[config.mk]
export PLATFORM = sky130hd
export DESIGN_NAME = pcmd_top
export DESIGN_NICKNAME = d
export VERILOG_FILES = /design/src/verilog/pcmd_pkg.sv /design/src/verilog/pcmd_top.sv
export SDC_FILE = /design/constraint.sdc
export NUM_CORES = 1
export LEC_CHECK = 0
export ABC_AREA = 1
export BUFFER_PORTS_ARGS = -buffer_cell sky130_fd_sc_hd__buf_2
export CORE_MARGIN = 2
export CORE_UTILIZATION = 35
export CTS_BUF_LIST = sky130_fd_sc_hd__clkbuf_4
export DETAILED_ROUTE_END_ITERATION = 8
export PLACE_DENSITY = 0.52
export SLEW_MARGIN = 10
export SYNTH_ARGS = -nofsm -noshare
export SYNTH_HDL_FRONTEND = slang
export SYNTH_SLANG_ARGS = --single-unit
[constraint.sdc]
create_clock -name core_clk -period 3.7 [get_ports core_clk]
set_clock_uncertainty 0.05 [all_clocks]
set_input_delay 0.74 -clock core_clk [delete_from_list [all_inputs] [get_ports core_clk]]
set_output_delay 0.74 -clock core_clk [all_outputs]
set_load 0.1 [all_outputs]
[src/verilog/pcmd_pkg.sv]
// Purpose : Shared constants for the packet checksum and start delay block
// Assumes : 50 MHz core clock, classic Wishbone register access
// Notes   : Register offsets are word indexes; byte address is index * 4
package pcmd_pkg;

  // ==========================================================================
  // Register word indexes
  localparam logic [11:0] PCMD_IDX_PKT_OPT   = 12'h108;
  localparam logic [11:0] PCMD_IDX_RX_DELAY  = 12'h109;
  localparam logic [11:0] PCMD_IDX_TX_DELAY  = 12'h10A;
  localparam logic [11:0] PCMD_IDX_BUF_CFG   = 12'h107;
  localparam logic [11:0] PCMD_IDX_DELAY_EXT = 12'h10B;
  localparam logic [11:0] PCMD_IDX_MODE      = 12'h13E;
  localparam logic [11:0] PCMD_IDX_IRQ_STAT  = 12'h180;
  localparam logic [11:0] PCMD_IDX_IRQ_CLR   = 12'h181;
  localparam logic [11:0] PCMD_IDX_IRQ_EN    = 12'h182;
  localparam logic [11:0] PCMD_IDX_STATUS    = 12'h183;

  // ==========================================================================
  // Field positions
  localparam int PCMD_BIT_ADDON      = 4;
  localparam int PCMD_BIT_SYNT_SKIP  = 3;
  localparam int PCMD_BIT_FCS_OFF    = 0;
  localparam int PCMD_BIT_DELAY_DIS  = 7;
  localparam int PCMD_IRQ_FRAME_RCVD = 0;
  localparam int PCMD_IRQ_RX_READY   = 1;
  localparam int PCMD_IRQ_TX_READY   = 2;

  // ==========================================================================
  // Reset values
  localparam logic [7:0] PCMD_RST_PKT_OPT   = 8'h04;
  localparam logic [7:0] PCMD_RST_RX_DELAY  = 8'hC0;
  localparam logic [7:0] PCMD_RST_TX_DELAY  = 8'hC0;
  localparam logic [7:0] PCMD_RST_BUF_CFG   = 8'h00;
  localparam logic [7:0] PCMD_RST_DELAY_EXT = 8'h00;
  localparam logic [7:0] PCMD_RST_MODE      = 8'h00;

  // ==========================================================================
  // Packet formats
  localparam logic [7:0] PCMD_MODE_IEEE     = 8'h00;
  localparam logic [7:0] PCMD_MODE_FSK_PKT  = 8'h04;

  // ==========================================================================
  // Timing
  localparam int PCMD_CLK_HZ        = 50_000_000;
  localparam int PCMD_STEP_NS       = 1000;
  localparam int PCMD_CYC_PER_US    = PCMD_CLK_HZ / 1_000_000;
  localparam int PCMD_EXT_US        = 4;
  localparam int PCMD_SYNT_SETTLE_US = 32;

endpackage : pcmd_pkg

[src/verilog/pcmd_top.sv]
// Purpose : Checksum handling, add-on enable, synthesizer bypass and
//           programmable receive/transmit start delays of a packet manager
// Assumes : Single core clock; commands arrive as one-cycle pulses from
//           logic on the same clock; Wishbone classic slave, 32-bit data
// Notes   : Ack comes one cycle after the request is seen, one per access
`timescale 1ns/1ps
`default_nettype none

// Functional notes
// - Synthesizer bypass bit skips calibration and settling
// - Frame received raises interrupt in packet modes
// - IEEE receive validates FCS, stores RSSI/quality
// - IEEE transmit appends computed FCS
// - IEEE checksum off passes FCS unchanged
// - FSK receive validates CRC, transmit appends
// - FSK checksum off passes CRC unchanged
// - IEEE receive waits delay before SFD search
// - FSK receive waits delay before sync search
// - Transmit waits programmed delay before TX state
// - Delay-disable bit bypasses both delays
// - Extension adds four microsecond steps
module pcmd_top
  import pcmd_pkg::*;
#(
  parameter int CLK_HZ = PCMD_CLK_HZ  // Core clock rate
)(
  input  wire logic        core_clk,       // Core clock
  input  wire logic        arst_n,         // Async reset, active low
  input  wire logic        wb_cyc_i,       // Wishbone cycle
  input  wire logic        wb_stb_i,       // Wishbone strobe
  input  wire logic        wb_we_i,        // Wishbone write enable
  input  wire logic [13:0] wb_adr_i,       // Wishbone byte address
  input  wire logic [3:0]  wb_sel_i,       // Wishbone byte selects
  input  wire logic [31:0] wb_dat_i,       // Wishbone write data
  output var  logic [31:0] wb_dat_o,       // Wishbone read data
  output var  logic        wb_ack_o,       // Wishbone acknowledge
  input  wire logic        cmdEnterReceive,  // Receive command pulse
  input  wire logic        cmdEnterTransmit, // Transmit command pulse
  input  wire logic        frameDone,      // Frame reception finished
  input  wire logic        chkValid,       // Received checksum matched
  output var  logic        searchStart,    // Pulse: start SFD/sync search
  output var  logic        rssiWindowOpen, // Level: RSSI window open
  output var  logic        txEnter,        // Pulse: enter transmit state
  output var  logic        syntCalRun,     // Level: synth calibration
  output var  logic        addonEnable,    // Level: add-on module enabled
  output var  logic        autoChkRx,      // Level: validate rx checksum
  output var  logic        autoChkTx,      // Level: append tx checksum
  output var  logic        storeRssiQuality, // Level: quality over FCS
  output var  logic        frameRcvdOk,    // Pulse: frame with good check or check off
  output var  logic        irq             // Interrupt, active high
);

  localparam int CYC_US  = CLK_HZ / 1_000_000;
  localparam int SETTLE  = PCMD_SYNT_SETTLE_US * PCMD_STEP_NS / PCMD_STEP_NS;

  typedef enum logic [1:0] {IDLE, SETTLE_ST, WAIT_ST} pcmd_state_e;

  typedef struct packed {
    logic [7:0]  pktOpt;
    logic [7:0]  rxDelay;
    logic [7:0]  txDelay;
    logic [7:0]  bufCfg;
    logic [7:0]  delayExt;
    logic [7:0]  mode;
    logic [2:0]  irqStat;
    logic [2:0]  irqEn;
    logic [7:0]  preCnt;
    logic [10:0] usCnt;
    logic        isTx;
    pcmd_state_e state;
    logic [31:0] datOut;
    logic        ack;
    logic        search;
    logic        rssiWin;
    logic        txGo;
    logic        synt;
    logic        frameOk;
    logic        irqOut;
    logic        chkOn;
    logic        storeRs;
  } pcmd_state_s;

  pcmd_state_s s_q;
  pcmd_state_s s_d;

  logic [11:0] idx;
  logic        usTick;
  logic        isIeee;
  logic        isPkt;
  logic        wbReq;
  logic [2:0]  evts;
  logic [10:0] delayUs;

  // ==========================================================================
  // Decode helpers
  assign idx    = wb_adr_i[13:2];
  assign wbReq  = wb_cyc_i && wb_stb_i && !s_q.ack;
  assign usTick = (s_q.preCnt == 8'(CYC_US - 1));
  assign isIeee = (s_q.mode == PCMD_MODE_IEEE);
  assign isPkt  = isIeee || (s_q.mode == PCMD_MODE_FSK_PKT);

  // Base delay plus extension in 4 us steps
  assign delayUs = (s_q.isTx ? {3'h0, s_q.txDelay} : {3'h0, s_q.rxDelay})
                 + {1'b0, s_q.delayExt, 2'h0};

  // ==========================================================================
  // Next-state logic
  always_comb
  begin
    s_d         = s_q;
    s_d.ack     = wbReq;
    s_d.search  = 1'b0;
    s_d.txGo    = 1'b0;
    s_d.frameOk = 1'b0;
    evts        = 3'h0;

    // Microsecond prescaler, restarted with each accepted command; a
    // command that arrives while busy is dropped and must not shift the
    // tick phase, or the running delay would stretch by up to one step
    if (usTick || (s_q.state == IDLE &&
                   (cmdEnterReceive || cmdEnterTransmit)))
      s_d.preCnt = 8'h00;
    else
      s_d.preCnt = s_q.preCnt + 8'h01;

    // Frame reception, checked only when validation is active
    if (frameDone && isPkt)
    begin
      evts[PCMD_IRQ_FRAME_RCVD] = 1'b1;
      s_d.frameOk = s_q.pktOpt[PCMD_BIT_FCS_OFF] || chkValid;
      s_d.rssiWin = 1'b0;
    end

    // Command sequencer: settle phase, then start delay
    case (s_q.state)
      IDLE:
      begin
        if (cmdEnterReceive || cmdEnterTransmit)
        begin
          s_d.isTx    = cmdEnterTransmit;
          s_d.usCnt   = 11'h000;
          s_d.rssiWin = 1'b0;
          if (!s_q.pktOpt[PCMD_BIT_SYNT_SKIP])
          begin
            s_d.synt  = 1'b1;
            s_d.state = SETTLE_ST;
          end
          else
            s_d.state = WAIT_ST;
        end
      end
      SETTLE_ST:
      begin
        if (usTick)
          s_d.usCnt = s_q.usCnt + 11'h001;
        if (usTick && s_q.usCnt == 11'(SETTLE - 1))
        begin
          s_d.synt  = 1'b0;
          s_d.usCnt = 11'h000;
          s_d.state = WAIT_ST;
        end
      end
      WAIT_ST:
      begin
        if (usTick)
          s_d.usCnt = s_q.usCnt + 11'h001;
        if (s_q.bufCfg[PCMD_BIT_DELAY_DIS] || s_q.usCnt >= delayUs)
        begin
          s_d.state = IDLE;
          if (s_q.isTx)
          begin
            s_d.txGo = 1'b1;
            evts[PCMD_IRQ_TX_READY] = 1'b1;
          end
          else
          begin
            s_d.search  = 1'b1;
            s_d.rssiWin = isIeee;
            evts[PCMD_IRQ_RX_READY] = 1'b1;
          end
        end
      end
      default:
        s_d.state = IDLE;
    endcase

    // Register writes, byte lane 0 carries the 8-bit registers
    if (wbReq && wb_we_i && wb_sel_i[0])
    begin
      case (idx)
        PCMD_IDX_PKT_OPT:   s_d.pktOpt   = wb_dat_i[7:0];
        PCMD_IDX_RX_DELAY:  s_d.rxDelay  = wb_dat_i[7:0];
        PCMD_IDX_TX_DELAY:  s_d.txDelay  = wb_dat_i[7:0];
        PCMD_IDX_BUF_CFG:   s_d.bufCfg   = wb_dat_i[7:0];
        PCMD_IDX_DELAY_EXT: s_d.delayExt = wb_dat_i[7:0];
        PCMD_IDX_MODE:      s_d.mode     = wb_dat_i[7:0];
        PCMD_IDX_IRQ_EN:    s_d.irqEn    = wb_dat_i[2:0];
        PCMD_IDX_IRQ_CLR:   s_d.irqStat  = s_q.irqStat & ~wb_dat_i[2:0];
        default: ;
      endcase
    end
    // Events win over a clear in the same cycle
    s_d.irqStat = s_d.irqStat | evts;

    // Register reads; unmapped reads return zero
    s_d.datOut = 32'h0000_0000;
    if (wbReq && !wb_we_i)
    begin
      case (idx)
        PCMD_IDX_PKT_OPT:   s_d.datOut[7:0] = s_q.pktOpt;
        PCMD_IDX_RX_DELAY:  s_d.datOut[7:0] = s_q.rxDelay;
        PCMD_IDX_TX_DELAY:  s_d.datOut[7:0] = s_q.txDelay;
        PCMD_IDX_BUF_CFG:   s_d.datOut[7:0] = s_q.bufCfg;
        PCMD_IDX_DELAY_EXT: s_d.datOut[7:0] = s_q.delayExt;
        PCMD_IDX_MODE:      s_d.datOut[7:0] = s_q.mode;
        PCMD_IDX_IRQ_STAT:  s_d.datOut[2:0] = s_q.irqStat;
        PCMD_IDX_IRQ_EN:    s_d.datOut[2:0] = s_q.irqEn;
        PCMD_IDX_STATUS:    s_d.datOut[3:0] = {s_q.isTx, s_q.synt,
                                               2'(s_q.state)};
        default: ;
      endcase
    end

    s_d.irqOut = |(s_d.irqStat & s_d.irqEn);

    // Checksum handling follows the options as just written, so the
    // level outputs change in the same cycle as the register itself
    s_d.chkOn   = !s_d.pktOpt[PCMD_BIT_FCS_OFF];
    s_d.storeRs = s_d.chkOn && (s_d.mode == PCMD_MODE_IEEE);
  end

  // ==========================================================================
  // State register
  always_ff @(posedge core_clk or negedge arst_n)
  begin
    if (!arst_n)
    begin
      s_q          <= '0;
      s_q.pktOpt   <= PCMD_RST_PKT_OPT;
      s_q.rxDelay  <= PCMD_RST_RX_DELAY;
      s_q.txDelay  <= PCMD_RST_TX_DELAY;
      s_q.bufCfg   <= PCMD_RST_BUF_CFG;
      s_q.delayExt <= PCMD_RST_DELAY_EXT;
      s_q.mode     <= PCMD_RST_MODE;
      // Checksum levels match the option and mode reset values
      s_q.chkOn    <= !PCMD_RST_PKT_OPT[PCMD_BIT_FCS_OFF];
      s_q.storeRs  <= !PCMD_RST_PKT_OPT[PCMD_BIT_FCS_OFF] &&
                      (PCMD_RST_MODE == PCMD_MODE_IEEE);
      s_q.state    <= IDLE;
    end
    else
      s_q <= s_d;
  end

  // ==========================================================================
  // Outputs, all registered
  assign wb_dat_o       = s_q.datOut;
  assign wb_ack_o       = s_q.ack;
  assign searchStart    = s_q.search;
  assign rssiWindowOpen = s_q.rssiWin;
  assign txEnter        = s_q.txGo;
  assign syntCalRun     = s_q.synt;
  assign irq            = s_q.irqOut;
  assign frameRcvdOk    = s_q.frameOk;
  // Add-on follows its enable bit only
  assign addonEnable    = s_q.pktOpt[PCMD_BIT_ADDON];
  assign autoChkRx      = s_q.chkOn;
  assign autoChkTx      = s_q.chkOn;
  assign storeRssiQuality = s_q.storeRs;

endmodule : pcmd_top

`default_nettype wire

==> flow_metrics.env <==
export IMPL_rsz0062_at_grt="false"
export IMPL_grt_pass1_vias=4834
export IMPL_viasPerCell=4.816
export IMPL_cp_required_ns=4.07
export IMPL_initial_core_util=0.3603
export IMPL_fin_setup_tns_ns=0
export IMPL_fin_crit_sh=0.9030
export IMPL_slowest_stage="dfrtp_2"
export IMPL_r2r_cells=20
export IMPL_cts_root_buf="clkbuf_4"
export IMPL_timing_rr_end="s_q[41]$_DFFE_PN0P_"
export IMPL_yosysMostFrequentCell="nand2_1"
export IMPL_fin_util=0.3904
export IMPL_dp_hpwl_mm=11.75
export IMPL_synth_top_flop_cell="dfrtp_1"
export IMPL_ys_top_cells_by_area="dfrtp_1 37%, nand2_1 13%, inv_1 5.8%"
export IMPL_cts_buffers=9
export IMPL_cts_hold_buffers=0
export IMPL_port_buffers=48
export IMPL_syn_to_final_growth_pct=8.364
export IMPL_syn_area_per_cell_sq_um=7.598
export IMPL_ff2ff_setup_slack_ns=0.36
export IMPL_cp_common_cell="nand2_1"
export IMPL_worstPathArrival_ns=3.71
export IMPL_core_area_sq_mm=0.01594
export IMPL_whs_ns=0.3240
export IMPL_critPathMaxFanout=8
export IMPL_critPathCaptureType="flip-flop"
export IMPL_dieWidth_um=132.1
export IMPL_placed_area_sq_mm=0.006062
export IMPL_min_period_ns=3.341
export IMPL_drc=0
export IMPL_clockBufferDepth=2
export IMPL_leakage_nw=3.043
export IMPL_min_path_type="in2async"
export IMPL_die_area_sq_mm=0.01745
export IMPL_status="completed"
export IMPL_vias=4922
export IMPL_crit_chain="o21ai_0 > ha_1 > inv_1 > fa_1 > o21ai_1 > nand2_1 > nand2_1 > nand2_1 > nand2_1 > nand3_1 > ha_1 > nand3_1 > nand3_1 > nor2_1 > nand4_1 > nand2_1 > nand2_1 > nand2_1 > nand2_1 > o21ai_0"
export IMPL_wirelength_mm=15.19
export IMPL_synth_distinct_cells=43
export IMPL_detail_route_wl_per_cell_um=14.87
export IMPL_synth_top_cell_area_share=0.3746
export IMPL_pre_cts_ws_ns=0.2469
export IMPL_max_freq_mhz=299.3
export IMPL_yosys_warnings=0
export IMPL_setup_viol=0
export IMPL_clock_latency_ns=0.50
export IMPL_grt_overflow=0
export IMPL_io_pins=102
export IMPL_htreeDepth=3
export IMPL_row_count=46
export IMPL_tightest_slew_ns=0.9531
export IMPL_critPathKind="reg2reg"
export IMPL_slew_violations=0
export IMPL_crit_end="s_q[41]$_DFFE_PN0P_"
export IMPL_ys_ff_latch=93
export IMPL_synth_area_sq_mm=0.005744
export IMPL_path_clk_slew_ns=0.19
export IMPL_max_slew_margin_rel=0.3646
export IMPL_yosys_top_cells_count="195 x nand2_1, 88 x inv_1, 86 x dfrtp_1"
export IMPL_synth_largest_area_cell="dfrtp_1"
export IMPL_power_density_mw_per_mm2=396.8
export IMPL_grt_pass1_wl_mm=24.80
export IMPL_startpoint="s_q[43]$_DFFE_PN0P_"
export IMPL_ir_worst_vdd_mv=0.2603
export IMPL_antenna_left=0
export IMPL_synth_edf_count=0
export IMPL_fin_nets=884
export IMPL_antenna_found_initial=1
export IMPL_grt_usage=0.1797
export IMPL_maxCapViolCount=0
export IMPL_place_gp_congestion=0.8769
export IMPL_cts_sinks=93
export IMPL_dieHeight_um=132.1
export IMPL_critPathLaunchType="flip-flop"
export IMPL_n_fill_cell=1702
export IMPL_final_hold_viol_count=0
export IMPL_setup_slack_ns=0.3589
export IMPL_cts_tree="done"
export IMPL_cp_slowest_stage_delay_ns=0.50
export IMPL_drtIter0Drc=295
export IMPL_final_layout_size_suffix_gt1_frac=0.1366
export IMPL_dr_pass1_iters=5
export IMPL_syn_instance_count=756
export IMPL_final_cell_area_sq_mm=0.006225
export IMPL_grt_max_degree=75
export IMPL_synthArstFlopShare=1.000
export IMPL_r2r_start="s_q[43]$_DFFE_PN0P_"
export IMPL_ys_seq_area_frac=0.4067
-- sequential cells by signal (all words and copies together), names as in the netlist --
name,cells
s_q,75
wb_dat_o,8
addonEnable,1
autoChkRx,1
frameRcvdOk,1
irq,1
rssiWindowOpen,1
searchStart,1
storeRssiQuality,1
syntCalRun,1
txEnter,1
wb_ack_o,1
-- what timing repair did --
item	CTS	global route
endpoints found under the setup margin	0	4
resized for setup	0	3
setup buffers	0	1
-- where the power goes --
part	internal, mW	switching [mW]	leakage (nW)
clock	0.167	0.439	0.0820
combinational	0.167	0.570	1.74
sequential	1.07	0.0578	1.22
total	1.40	1.07	3.04
-- cell type report --
type / count / area (sq um) / share of cell area
Timing Repair Buffer: 53 / 280.3 / 0.04503
Multi-Input combinational cell: 549 / 2828 / 0.4543
Antenna cell: 1 / 2.502 / 0.0004020
Inverter: 94 / 355.3 / 0.05709
Clock buffer: 9 / 67.56 / 0.01085
Tap cell: 216 / 270.3 / 0.04342
Sequential cell: 93 / 2337 / 0.3755
Clock inverter: 7 / 83.83 / 0.01347
-- logic make-up after synthesis --
kind of cell	share of synthesized area
xor+xnor	0.01525
compound gates	0.09780
simple gates	0.3060
other cells	0.0006528
buf+inv	0.1161
fa+ha+maj	0.05576
flops	0.4067
mux	0.001743
-- through the flow --
| step | total power [mW] | instances |
|---|---|---|
| floorplan | 1.709 | 779 |
| global placement | 1.871 | 1004 |
| detailed placement | 1.881 | 1004 |
| CTS | 2.496 | 1020 |
| global route | 2.620 | 1022 |
| finish | 2.470 | 1022 |
-- cell usage in the layout (no fill, tap or decap), types with 2 or more instances in the layout --
cell type	instances
nand2_1	195
inv_1	88
dfrtp_1	85
nor2_1	74
o21ai_0	60
nand3_1	52
buf_2	47
ha_1	24
conb_1	24
nand4_1	21
nor3_1	20
a21oi_1	17
o21ai_1	9
clkbuf_4	9
xor2_1	7
dfstp_2	7
nor2_4	6
o21ai_2	6
buf_4	6
nand2_2	5
inv_2	4
xnor2_1	3
nor3b_1	3
inv_8	3
and3_1	2
nand3_4	2
nor3_2	2
clkinv_2	2
nor4_1	2
o22ai_1	2
clkinv_8	2
-- per-layer routing --
metal | vias up | GRT usage | part of all wire
met5 | - | 0 | 0
met4 | 0 | 0.06582 | 0.019
li1 | 2491 | - | -
met2 | 110 | 0.2740 | 0.44
met1 | 2302 | 0.2588 | 0.50
met3 | 19 | 0.02614 | 0.037
-- worst max-delay path, delay by kind of cell (launching register included) --
| family | cells | cell delay (ns) |
|---|---|---|
| fa+ha+maj | 3 | 0.96 |
| simple gates | 13 | 1.22 |
| compound gates | 3 | 0.51 |
| buf+inv | 1 | 0.06 |
| flops | 1 | 0.50 |
-- worst min-delay path by stage --
stage / end / slack (ns) / cells past startpoint
after detailed placement: wb_ack_o$_DFF_PN0_ / 0.39 / 1
after floorplan: addonEnable$_DFFE_PN0P_ / 0.39 / 0
final: s_q[87]$_DFFE_PN0P_ / 0.32 / 1
after global placement: wb_ack_o$_DFF_PN0_ / 0.40 / 1
after CTS: s_q[115]$_DFFE_PN0P_ / 0.32 / 1
after global routing: s_q[88]$_DFFE_PN0P_ / 0.36 / 1
No activity file was read; power rests on OpenSTA's default activity.
